### src/logic/rvm_pkg.sv
// Package of constants and carrier types for the reset and interrupt vector map
package rvm_pkg;

    // ------------------------------------------------------------------
    // Widths and counts
    // ------------------------------------------------------------------
    localparam int          RVM_ADDR_W     = 17;    // Word address into program memory
    localparam int          RVM_NUM_W      = 5;     // Vector number 1..31
    localparam int          RVM_NUM_VEC    = 31;    // Reset plus thirty interrupt sources
    localparam int          RVM_NUM_IRQ    = 30;    // Interrupt sources only
    localparam int          RVM_WIN_W      = 3;
    localparam logic [2:0]  RVM_CE_WINDOW  = 3'h4;  // Cycles the change window stays open
    localparam logic [4:0]  RVM_FIRST_IRQ  = 5'h02; // Vector number of interrupt source 0
    localparam logic [4:0]  RVM_VEC_STEP   = 5'h02; // Words between two vectors

    // ------------------------------------------------------------------
    // Reset values and fuse decoding
    // ------------------------------------------------------------------
    localparam logic        RVM_FUSE_UNPROG = 1'b1; // Fuse reads one when unprogrammed
    localparam logic        RVM_SEL_RST     = 1'b0; // Table starts in application space
    localparam logic [16:0] RVM_APP_START   = 17'h00000;

    // ------------------------------------------------------------------
    // Base vector table, indexed by vector number minus one
    // ------------------------------------------------------------------
    localparam logic [15:0] RVM_VEC_TAB [RVM_NUM_VEC] = '{
        16'h0000,                                  // Reset
        16'h0002, 16'h0004, 16'h0006,              // External requests 0..2
        16'h0008, 16'h000A, 16'h000C, 16'h000E,    // Pin change 0..3
        16'h0010,                                  // Watchdog time-out
        16'h0012, 16'h0014, 16'h0016,              // Second 8-bit timer
        16'h0018, 16'h001A, 16'h001C, 16'h001E,    // 16-bit timer
        16'h0020, 16'h0022, 16'h0024,              // First 8-bit timer
        16'h0026,                                  // Serial peripheral transfer done
        16'h0028, 16'h002A, 16'h002C,              // First serial port
        16'h002E, 16'h0030, 16'h0032, 16'h0034, 16'h0036, // Comparator to store ready
        16'h0038, 16'h003A, 16'h003C               // Second serial port
    };

    // ------------------------------------------------------------------
    // Carrier types
    // ------------------------------------------------------------------
    // Write of the two vector control bits by the core
    typedef struct packed {
        logic wr;
        logic change_enable;
        logic table_select;
    } rvm_ctl_wr_t;

    // Vector presented to the core
    typedef struct packed {
        logic                  valid;
        logic [RVM_NUM_W-1:0]  num;
        logic [RVM_ADDR_W-1:0] addr;
    } rvm_vec_t;

    // Protection of the select bit
    typedef enum logic [1:0] {
        RVM_BLK_IDLE,
        RVM_BLK_ARMED,
        RVM_BLK_AFTER_WR
    } rvm_blk_t;

    // Whole state of the vector map
    typedef struct packed {
        logic                  fuse_m_r;
        logic                  fuse_s_r;
        logic [RVM_ADDR_W-1:0] boot_m_r;
        logic [RVM_ADDR_W-1:0] boot_s_r;
        logic                  sel_r;
        logic                  ce_r;
        logic [RVM_WIN_W-1:0]  win_r;
        rvm_blk_t              blk_r;
        logic                  blocked_r;
        logic [RVM_ADDR_W-1:0] rst_addr_r;
        rvm_vec_t              vec_r;
    } rvm_state_t;

endpackage : rvm_pkg

### src/logic/rvm_prio_enc.sv
// Lowest-index-first priority encoder for pending interrupt sources
`timescale 1ns/100ps
`default_nettype none

module rvm_prio_enc #(
    parameter int N  = 30,
    parameter int IW = 5
) (
    // Requests
    input  wire logic [N-1:0]  i_req,
    // Result
    output logic               o_found,
    output logic [IW-1:0]      o_idx
);

    // ------------------------------------------------------------------
    // Scan from the top so the lowest set bit is the last to win
    // ------------------------------------------------------------------
    always_comb begin
        o_found = 1'b0;
        o_idx   = '0;
        for (int k = N - 1; k >= 0; k--) begin
            if (i_req[k]) begin
                o_found = 1'b1;
                o_idx   = IW'(k);
            end
        end
    end

endmodule : rvm_prio_enc

`default_nettype wire

### src/logic/rvm_vector_map.sv
// Reset and interrupt vector address generation with table relocation
`timescale 1ns/100ps
`default_nettype none

// Overview of operation
// - Every reset cause starts at address 0x0000 unless the boot fuse relocates it.
// - External requests 0..2 use vectors 2..4 at 0x0002, 0x0004, 0x0006.
// - Pin change 0..3 use 0x0008..0x000E; watchdog time-out uses 0x0010.
// - Second 8-bit timer compare A, B, overflow use 0x0012, 0x0014, 0x0016.
// - 16-bit timer capture, compare A, B, overflow use 0x0018..0x001E.
// - First 8-bit timer compare A, B, overflow use 0x0020, 0x0022, 0x0024.
// - Serial peripheral transfer complete uses vector 20 at 0x0026.
// - First serial port receive, empty, transmit use 0x0028, 0x002A, 0x002C.
// - Comparator, converter, EEPROM, two-wire, store ready use 0x002E..0x0036.
// - Second serial port uses 0x0038, 0x003A, 0x003C, the last of 31.
// - Programmed boot fuse makes reset start at the boot loader address.
// - Select bit set adds the boot section start to each interrupt vector address.
// - Reset address and interrupt table start are chosen independently.
// - Fuse value one means application start, zero means boot section.
// - Consecutive vectors lie two words apart.
// - Select changes only by write with change-enable cleared within four cycles.
// - Interrupts blocked from change-enable until after next instruction, or four cycles.

module rvm_vector_map (
    // Clock and reset
    input  wire logic                        i_clk_sys,
    input  wire logic                        i_rst,
    // Fuse straps from the nonvolatile array
    input  wire logic                        i_boot_reset_fuse,
    input  wire logic [rvm_pkg::RVM_ADDR_W-1:0] i_boot_start_addr,
    // Core side: control bit writes and instruction retire
    input  wire rvm_pkg::rvm_ctl_wr_t        i_ctl,
    input  wire logic                        i_instr_done,
    // Pending and enabled requests, bit k is vector k+2
    input  wire logic [rvm_pkg::RVM_NUM_IRQ-1:0] i_irq_req,
    input  wire logic                        i_irq_ack,
    // Outputs to the core
    output logic [rvm_pkg::RVM_ADDR_W-1:0]   o_reset_addr,
    output rvm_pkg::rvm_vec_t                o_vec,
    output logic                             o_vector_table_select,
    output logic                             o_vector_change_enable,
    output logic                             o_irq_blocked
);
    import rvm_pkg::*;

    rvm_state_t                q_r;
    rvm_state_t                q_nxt;
    logic                      found;
    logic [RVM_NUM_W-1:0]      idx;
    logic                      sel_wr_ok;
    logic                      block_now;
    logic                      sel_nxt_tmp;
    logic [RVM_ADDR_W-1:0]     base_nxt;
    logic [RVM_NUM_W-1:0]      num_nxt;

    // ------------------------------------------------------------------
    // Request arbitration
    // ------------------------------------------------------------------
    // Lowest index wins, which is the lowest vector number
    rvm_prio_enc #(
        .N  (RVM_NUM_IRQ),
        .IW (RVM_NUM_W)
    ) u_prio (
        .i_req   (i_irq_req),
        .o_found (found),
        .o_idx   (idx)
    );

    // ------------------------------------------------------------------
    // Next-state logic
    // ------------------------------------------------------------------
    always_comb begin
        q_nxt = q_r;

        // Fuse straps are static but asynchronous, so two flops each
        q_nxt.fuse_m_r = i_boot_reset_fuse;
        q_nxt.fuse_s_r = q_r.fuse_m_r;
        q_nxt.boot_m_r = i_boot_start_addr;
        q_nxt.boot_s_r = q_r.boot_m_r;

        // Reset address follows only the fuse, never the select bit
        if (q_r.fuse_s_r == RVM_FUSE_UNPROG) begin
            q_nxt.rst_addr_r = RVM_APP_START;
        end else begin
            q_nxt.rst_addr_r = q_r.boot_s_r;
        end

        // A select write counts only while the change window is open
        sel_wr_ok = i_ctl.wr && !i_ctl.change_enable && q_r.ce_r
                    && (q_r.win_r != '0);

        // Change-enable, window counter and blocking state
        if (i_ctl.wr && i_ctl.change_enable) begin
            // Setting change-enable (again) reopens the full window
            q_nxt.ce_r  = 1'b1;
            q_nxt.win_r = RVM_CE_WINDOW;
            q_nxt.blk_r = RVM_BLK_ARMED;
        end else if (sel_wr_ok) begin
            q_nxt.sel_r = i_ctl.table_select;
            q_nxt.ce_r  = 1'b0;
            q_nxt.win_r = '0;
            q_nxt.blk_r = RVM_BLK_AFTER_WR;
        end else begin
            // Writes outside the window leave the select bit alone
            case (q_r.blk_r)
                RVM_BLK_ARMED: begin
                    q_nxt.win_r = q_r.win_r - 3'h1;
                    if (q_r.win_r <= 3'h1) begin
                        q_nxt.ce_r  = 1'b0;
                        q_nxt.blk_r = RVM_BLK_IDLE;
                    end
                end
                RVM_BLK_AFTER_WR: begin
                    // The next retire is the instruction after the write
                    if (i_instr_done) begin
                        q_nxt.blk_r = RVM_BLK_IDLE;
                    end
                end
                default: begin
                    q_nxt.blk_r = RVM_BLK_IDLE;
                end
            endcase
        end

        // Blocking does not touch any global enable, it only masks here
        block_now       = (q_nxt.blk_r != RVM_BLK_IDLE);
        q_nxt.blocked_r = block_now;

        // Vector base follows the select bit that will be in force
        sel_nxt_tmp = q_nxt.sel_r;
        base_nxt    = sel_nxt_tmp ? q_r.boot_s_r : RVM_APP_START;
        num_nxt     = idx + RVM_FIRST_IRQ;

        // Presentation: hold until taken, withdraw while blocked
        if (block_now) begin
            q_nxt.vec_r.valid = 1'b0;
        end else if (q_r.vec_r.valid && !i_irq_ack) begin
            q_nxt.vec_r = q_r.vec_r;
        end else if (q_r.vec_r.valid && i_irq_ack) begin
            // One idle cycle lets the core clear the served request
            q_nxt.vec_r.valid = 1'b0;
        end else if (found) begin
            q_nxt.vec_r.valid = 1'b1;
            q_nxt.vec_r.num   = num_nxt;
            // Table entry plus the relocation base
            q_nxt.vec_r.addr  = base_nxt
                + RVM_ADDR_W'(RVM_VEC_TAB[num_nxt - 5'h01]);
        end else begin
            q_nxt.vec_r.valid = 1'b0;
        end
    end

    // ------------------------------------------------------------------
    // State register
    // ------------------------------------------------------------------
    always_ff @(posedge i_clk_sys or posedge i_rst) begin
        if (i_rst) begin
            q_r            <= '0;
            q_r.fuse_m_r   <= RVM_FUSE_UNPROG;
            q_r.fuse_s_r   <= RVM_FUSE_UNPROG;
            q_r.sel_r      <= RVM_SEL_RST;
            q_r.blk_r      <= RVM_BLK_IDLE;
            q_r.rst_addr_r <= RVM_APP_START;
        end else begin
            q_r <= q_nxt;
        end
    end

    // ------------------------------------------------------------------
    // Outputs, all straight from flops
    // ------------------------------------------------------------------
    assign o_reset_addr           = q_r.rst_addr_r;
    assign o_vec                  = q_r.vec_r;
    assign o_vector_table_select  = q_r.sel_r;
    assign o_vector_change_enable = q_r.ce_r;
    assign o_irq_blocked          = q_r.blocked_r;

    // ------------------------------------------------------------------
    // Checks
    // ------------------------------------------------------------------
    // Helper: base in force and mask of sources below the presented one
    logic [RVM_ADDR_W-1:0]  chk_base;
    logic [RVM_ADDR_W-1:0]  chk_off;
    logic [RVM_NUM_IRQ-1:0] chk_low;

    always_comb begin
        chk_base = q_r.sel_r ? q_r.boot_s_r : RVM_APP_START;
        chk_off  = q_r.vec_r.addr - chk_base;
        chk_low  = '0;
        for (int k = 0; k < RVM_NUM_IRQ; k++) begin
            if (RVM_NUM_W'(k) + RVM_FIRST_IRQ < q_r.vec_r.num) begin
                chk_low[k] = 1'b1;
            end
        end
    end
endmodule : rvm_vector_map

`default_nettype wire

### config.mk
export PLATFORM = sky130hd
export DESIGN_NAME = rvm_vector_map
export DESIGN_NICKNAME = d
export VERILOG_FILES = /design/src/logic/rvm_pkg.sv /design/src/logic/rvm_prio_enc.sv /design/src/logic/rvm_vector_map.sv
export SDC_FILE = /design/constraint.sdc
export NUM_CORES = 1
export LEC_CHECK = 0
export ABC_AREA = 1
export BUFFER_PORTS_ARGS = -buffer_cell sky130_fd_sc_hd__buf_2
export CAP_MARGIN = 10
export CORE_UTILIZATION = 54
export DETAILED_ROUTE_END_ITERATION = 8
export GPL_ROUTABILITY_DRIVEN = 0
export PLACE_DENSITY = 0.89
export SKIP_LAST_GASP = 1
export SLEW_MARGIN = 20
export SYNTH_ARGS = -nofsm -noshare
export SYNTH_HDL_FRONTEND = slang
export SYNTH_SLANG_ARGS = --single-unit
export TNS_END_PERCENT = 20
### constraint.sdc
create_clock -name i_clk_sys -period 4 [get_ports i_clk_sys]
set_input_delay 0.2 -clock i_clk_sys [delete_from_list [all_inputs] [get_ports i_clk_sys]]
set_output_delay 0.2 -clock i_clk_sys [all_outputs]
set_load 0.01 [all_outputs]
==> metrics.md, run 1 <==
| Metric | Value |
|---|---|
| Status | finished with violations |
| Violated checks | negative setup slack |
| Max Slew Vio Count | 0 |
| Area leader, netlist | dfrtp_1 |
| Initial Util | 56.24% |
| Yosys cell types | 41 |
| Routed Antenna Nets | 0 |
| Synth Cell Area | 4123 sq um |
| GR Overflow Total | 0 |
| TNS Setup | -0.8039 ns |
| Max Fanout on Critical Path | 3 |
| Via count | 3,248 |
| Synth Area in Compound Gates | 6.707% |
| # DRC | 0 |
| Top cells by count, synth | nand2_1, dfrtp_1, inv_1 |
| Post-Synth Simple-Gate Area | 19.61% |
| Die span in y | 89.38 um |
| Post-synth EDFFs | 0 |
| R2r setup slk | -0.08 ns |
| CP startpoint kind | primary input |
| Setup CP Type | in -> reg |
| Asr flop ratio synth | 100.0% |
| Num ports | 98 |
| Worst vdd ir | 0.4384 mV |
| Pwr dens | 493.6 nW/um^2 |
| Pin count of the biggest net entering global routing | 48 |
| DR pass1 iterations | 5 |
| Final setup skew | 0.01298 ns |
| Ant diodes | 0 |
| Synth Area in Adders | 4.734% |
| Worst Path Required | 4.30 ns |
| Final Cycle Share | 107.8% |
| Post-Synth XOR/XNOR Area | 2.337% |
| Routed len/inst | 12.47 um |
| Die ar. | 7988 sq um |
| Syn avg cell area | 8.790 sq um |
| Setup violators final | 5 |
| Worst R2R Path Depth | 27 |
| Hold path start | i_irq_ack |
| H-tree Lvls | 3 |
| Clock Path Buffers | 2 |
| Total Wirelength | 8506 um |
| RSZ-0062 raised after global routing | yes |
| Placed Instance Area | 4596 sq um |
| Final worst slack | -0.3115 ns |
| First-pass GRT wire length | 13,640 um |
| Crit path capture type | flip-flop |
| Largest family of logic cells by synthesized area | simple AND/OR/NAND/NOR gates |
| Lkg Pwr | 2.757 nW |
| Rel. slew slack | 47.50% |
| Worst Hold Endpoint | o_vec[22] |
| Area grow syn2layout | 21.73% |
| Dpl hpwl | 6052 um |
| Mapped Cells | 469 |
| Final #Nets | 648 |
| Max Cap Viol | 0 |
| #FFs+latches synth | 84 |
| Most frequent cell after synthesis | nand2_1 |
| Syn_nets | 539 |
| CTS Buf Count | 9 |
| WP data arrival | 4.62 ns |
| Register area share after synthesis | 51.05% |
| Final Hold Fails | 0 |
| Worst path slowest cell | o21bai_1 |
| CP peak stage delay | 0.23 ns |
| Clock root cell | clkbuf_8 |
| Most used cell, CP | nand2_1 |
| GRT Util Overall | 23.04% |
| Initial antenna violation count | 0 |
| Number of port buffers | 97 |
| RR Startpoint | q_r[43] |
| Via density | 4.762 |
| Fmax | 0.2319 GHz |
| Worst Hold Depth | 4 |
| Number of global-route vias before repair | 3,140 |
| Layout cells sized above 1 | 28.64% |
| Primary FF master, synth | dfrtp_1 |
| Reg-to-reg endpoint | o_vec[16] |
| Layout fillers | 543 |
| Reg clk slew, reported paths | 0.09 ns |
| # clock sinks | 84 |
| Die width | 89.38 um |
| Delay-heaviest family, CP | simple AND/OR/NAND/NOR gates |
| Clk_lat worst skew | 0.36 ns |
| Yosys warns | 0 |
| Multiplexer share of the synthesized area | 0% |
| Area share of the largest cell type after synthesis | 49.77% |
| CP bufs+invs | 7 |
| CTS tree | yes |
| Worst hold path type | in -> reg |
| Drt first-iter violations | 82 |
| Site Rows | 31 |
| Slew @ Worst Pin | 0.7866 ns |
| Core Box Area | 7331 sq um |
| Design area | 5019 sq um |
| Final min period | 4.311 ns |
| Top post-synthesis cells by area | dfrtp_1, nand2_1, buf_4, inv_1, nor2_1 |
what timing repair did:
action	in CTS	in global routing
setup buffers	2	1
resized for setup	2	1
pin swaps	1	1
endpoints found under the setup margin	4	9
hold endpoints to repair	64	0
hold buffers	19	0
stage by stage:
step	utilization, %	total power [mW]	setup WS (ns)	hold WS (ns)	std cells
2_1_floorplan	-	1.712	-0.08772	0.2045	469
3_3_place_gp	62.69	1.828	-0.3674	0.3045	644
3_5_place_dp	62.69	1.867	-0.5782	0.3093	644
4_1_cts	68.32	2.492	-0.2487	0.08663	681
5_1_grt	68.46	2.637	-0.8825	0.1006	682
6_report	68.46	2.477	-0.3115	0.09250	682
logic make-up (layout without fill, tap and decap cells):
family / Yosys count / after routing
xor+xnor: 11 / 11
flops: 84 / 84
buf+inv: 128 / 242
fa+ha+maj: 15 / 15
simple gates: 188 / 188
compound gates: 43 / 43
metal layers:
metal	track usage, %	wire length (um)	vias up
li1	-	-	1617
met3	5.171	385	15
met5	0	0	-
met1	27.52	3671	1509
met4	9.235	135	0
met2	40.46	4313	107
worst max path at each step:
stage,startpoint,end,slack [ns],cells past startpoint
6_report,i_irq_req[28],o_vec[16],-0.31,56
5_1_grt,i_irq_req[28],o_vec[16],-0.88,56
4_1_cts,i_irq_req[29],o_vec[16],-0.25,55
3_5_place_dp,i_irq_req[29],o_vec[16],-0.58,55
3_3_place_gp,i_irq_req[28],o_vec[16],-0.37,56
2_1_floorplan,i_irq_req[28],o_vec[16],-0.09,55
worst reg2reg max path, cell delays in order, from the launching register on:
cell,delay [ns]
dfrtp_1,0.38
inv_1,0.09
ha_1,0.21
inv_1,0.07
o211ai_2,0.11
nor2_4,0.17
inv_1,0.11
o21ai_4,0.45
nor2_1,0.20
ha_1,0.33
nand3_1,0.07
and2_1,0.18
inv_1,0.07
a21oi_1,0.07
o21bai_1,0.23
nand3_2,0.12
nor2_2,0.10
inv_2,0.05
nor2_4,0.10
inv_2,0.06
nor3_4,0.13
inv_2,0.06
nor2_4,0.11
nand3_2,0.09
nor2_2,0.12
xor2_1,0.18
nand2_1,0.09
nand2_1,0.07
final cells by class:
type / count / area (sq um) / area share [%]
Sequential cell: 84 / 2105 / 41.93
Multi-Input combinational cell: 257 / 1393 / 27.75
Timing Repair Buffer: 145 / 893.4 / 17.80
Inverter: 81 / 305.3 / 6.083
Clock buffer: 10 / 127.6 / 2.543
Tap cell: 99 / 123.9 / 2.468
Clock inverter: 6 / 71.32 / 1.421
flip-flops by register name, indices dropped and copies added, names as in the netlist:
| name | count |
|---|---|
| o_vector_table_select | 1 |
| q_nxt | 18 |
| o_vec | 23 |
| o_vector_change_enable | 1 |
| o_reset_addr | 17 |
| o_irq_blocked | 1 |
| q_r | 23 |
cell usage in the layout, fill, tap and decap left out, types with 12 or more instances in the layout:
cell type / n
buf_2: 97
buf_4: 29
dfrtp_1: 82
dlygate4sd3_1: 19
ha_1: 12
inv_1: 77
nand2_1: 90
nand3_1: 15
nor2_1: 60
o21ai_0: 18
power breakdown:
| part | internal (mW) | switching, mW | total (mW) |
|---|---|---|---|
| logic | 0.317 | 0.469 | 0.786 |
| registers | 1.00 | 0.0879 | 1.09 |
| clock network | 0.294 | 0.310 | 0.604 |
Power figures use the tool's default switching activity.
==> inputs of run 2 (changes only) <==
==> constraint.sdc (replaced) <==
create_clock -name i_clk_sys -period 4.3 [get_ports i_clk_sys]
set_input_delay 0.215 -clock i_clk_sys [delete_from_list [all_inputs] [get_ports i_clk_sys]]
set_output_delay 0.215 -clock i_clk_sys [all_outputs]
set_load 0.01 [all_outputs]
==> run 2 against run 1 <==
- the flow still finishes with violations (negative setup slack)
- worst hold slack better by 0.0090 ns
- sequential power fell by 7%
- worst setup slack improved by 0.28 ns
- critical endpoint unchanged
==> metrics.md, run 2 (synthesis results as in run 1) <==
| Metric | Value |
|---|---|
| Status | finished with violations |
| Violated checks | negative setup slack |
| Max Slew Vio Count | 0 |
| Routed len/inst | 12.37 um |
| CTS Buf Count | 9 |
| Site Rows | 31 |
| Die width | 89.38 um |
| Clk_lat worst skew | 0.37 ns |
| Area grow syn2layout | 21.49% |
| Drt first-iter violations | 167 |
| Final Hold Fails | 0 |
| GRT Util Overall | 22.22% |
| Core Box Area | 7331 sq um |
| Worst path slowest cell | ha_2 |
| Initial Util | 56.24% |
| Final Cycle Share | 100.8% |
| Final min period | 4.333 ns |
| Final #Nets | 641 |
| Reg clk slew, reported paths | 0.08 ns |
| # DRC | 0 |
| Pwr dens | 464.8 nW/um^2 |
| Ant diodes | 0 |
| Delay-heaviest family, CP | simple AND/OR/NAND/NOR gates |
| Number of global-route vias before repair | 3,091 |
| Max Cap Viol | 0 |
| # clock sinks | 84 |
| CP startpoint kind | primary input |
| Via density | 4.787 |
| Final setup skew | 0.01366 ns |
| Pre-CTS setup slack | -0.2849 ns |
| H-tree Lvls | 3 |
| Layout cells sized above 1 | 29.17% |
| Final Core Density | 68.32% |
| GR Overflow Total | 0 |
| Setup violators final | 2 |
| Commonest non-fill, non-tap cell in the layout | buf_2 |
| Final worst slack | -0.03297 ns |
| Initial antenna violation count | 0 |
| Final hold slack | 0.1015 ns |
| Total Wirelength | 8350 um |
| Dpl hpwl | 5865 um |
| Die ar. | 7988 sq um |
| Most frequent cells in the layout | buf_2, nand2_1, dfrtp_1 |
| First-pass GRT wire length | 13,200 um |
| Pin count of the biggest net entering global routing | 50 |
| Number of port buffers | 97 |
| RSZ-0062 raised after global routing | yes |
| Via count | 3,231 |
| CP peak stage delay | 0.20 ns |
| Setup CP Type | in -> reg |
| Lkg Pwr | 2.738 nW |
| R2r setup slk | 0.21 ns |
| Clock root cell | clkbuf_8 |
| WP data arrival | 4.64 ns |
| Slew @ Worst Pin | 0.6102 ns |
| DR pass1 iterations | 4 |
| Rel. slew slack | 59.32% |
| Die span in y | 89.38 um |
| Fmax | 0.2308 GHz |
| Crit path capture type | flip-flop |
| Clock Path Buffers | 2 |
| Routed Antenna Nets | 0 |
| Num ports | 98 |
| Max Fanout on Critical Path | 3 |
| Worst Path Required | 4.60 ns |
| CP bufs+invs | 7 |
| Worst vdd ir | 0.2682 mV |
| Worst hold path type | in -> reg |
| Most used cell, CP | nand2_1 |
| TNS Setup | -0.03653 ns |
| CTS tree | yes |
| Power Total | 2.328 mW |
==> run 2: metal layers <==
metal  share of wire [%]  GRT usage (%)
met5                   0              0
met4                 2.5          11.40
met3                 4.8          4.617
met2                  50          38.10
met1                  43          26.53
==> run 2: what timing repair did <==
action	in CTS	in global routing
pin swaps	1	25
hold buffers	19	0
hold endpoints to repair	51	0
gates resized for setup	1	14
buffers inserted	2	6
endpoints found under the setup margin	1	7
==> run 2: power breakdown <==
| part | internal, mW | leakage (nW) | switching, mW | total [mW] |
|---|---|---|---|---|
| clock | 0.278 | 0.104 | 0.302 | 0.580 |
| combinational | 0.296 | 1.61 | 0.438 | 0.734 |
| sequential | 0.930 | 1.03 | 0.0841 | 1.01 |
==> run 2: layout make-up <==
type / count / area [sq um]
Timing Repair Buffer: 138 / 840.8
Fill cell: 535 / 2322
Clock buffer: 9 / 123.9
Multi-Input combinational cell: 257 / 1428
Clock inverter: 7 / 82.58
Tap cell: 99 / 123.9
Inverter: 81 / 305.3
Sequential cell: 84 / 2105
==> run 2: worst reg2reg max path, cell delays in order (launching register included) <==
cell and delay, ns:
dfrtp_1 0.39, inv_1 0.10, ha_1 0.20, inv_1 0.07
o211ai_2 0.12, nor2_4 0.17, inv_1 0.11, o21ai_4 0.45
nor2_1 0.18, ha_1 0.34, nand3_2 0.08, and2_4 0.15
inv_2 0.04, a21oi_1 0.05, o21bai_1 0.20, nand3_2 0.12
nor2_2 0.14, inv_2 0.06, nor2_4 0.12, inv_2 0.06
nor3_4 0.19, inv_2 0.07, nor2_4 0.15, nand3_2 0.09
nor2_2 0.13, xor2_1 0.16, nand2_1 0.06, nand2_1 0.07
==> run 2: path summary, 6_finish.rpt <==
check | from | endpoint | depth (start not counted)
min in group asynchronous | i_rst | q_nxt[61] | 3
worst min register to register | q_nxt[61] | q_r[61] | 0
worst min-delay path | i_irq_ack | o_vec[22] | 4
worst max-delay path | i_irq_req[28] | o_vec[16] | 56
max in group asynchronous | i_rst | q_r[63] | 4
worst max register to register | q_r[43] | o_vec[16] | 27
==> run 2: stage by stage <==
stage                     area, sq um  cells
after floorplan                  4123    469
after global placement           4501    632
after detailed placement         4501    632
after CTS                        4915    669
after global routing             5009    675
final                            5009    675
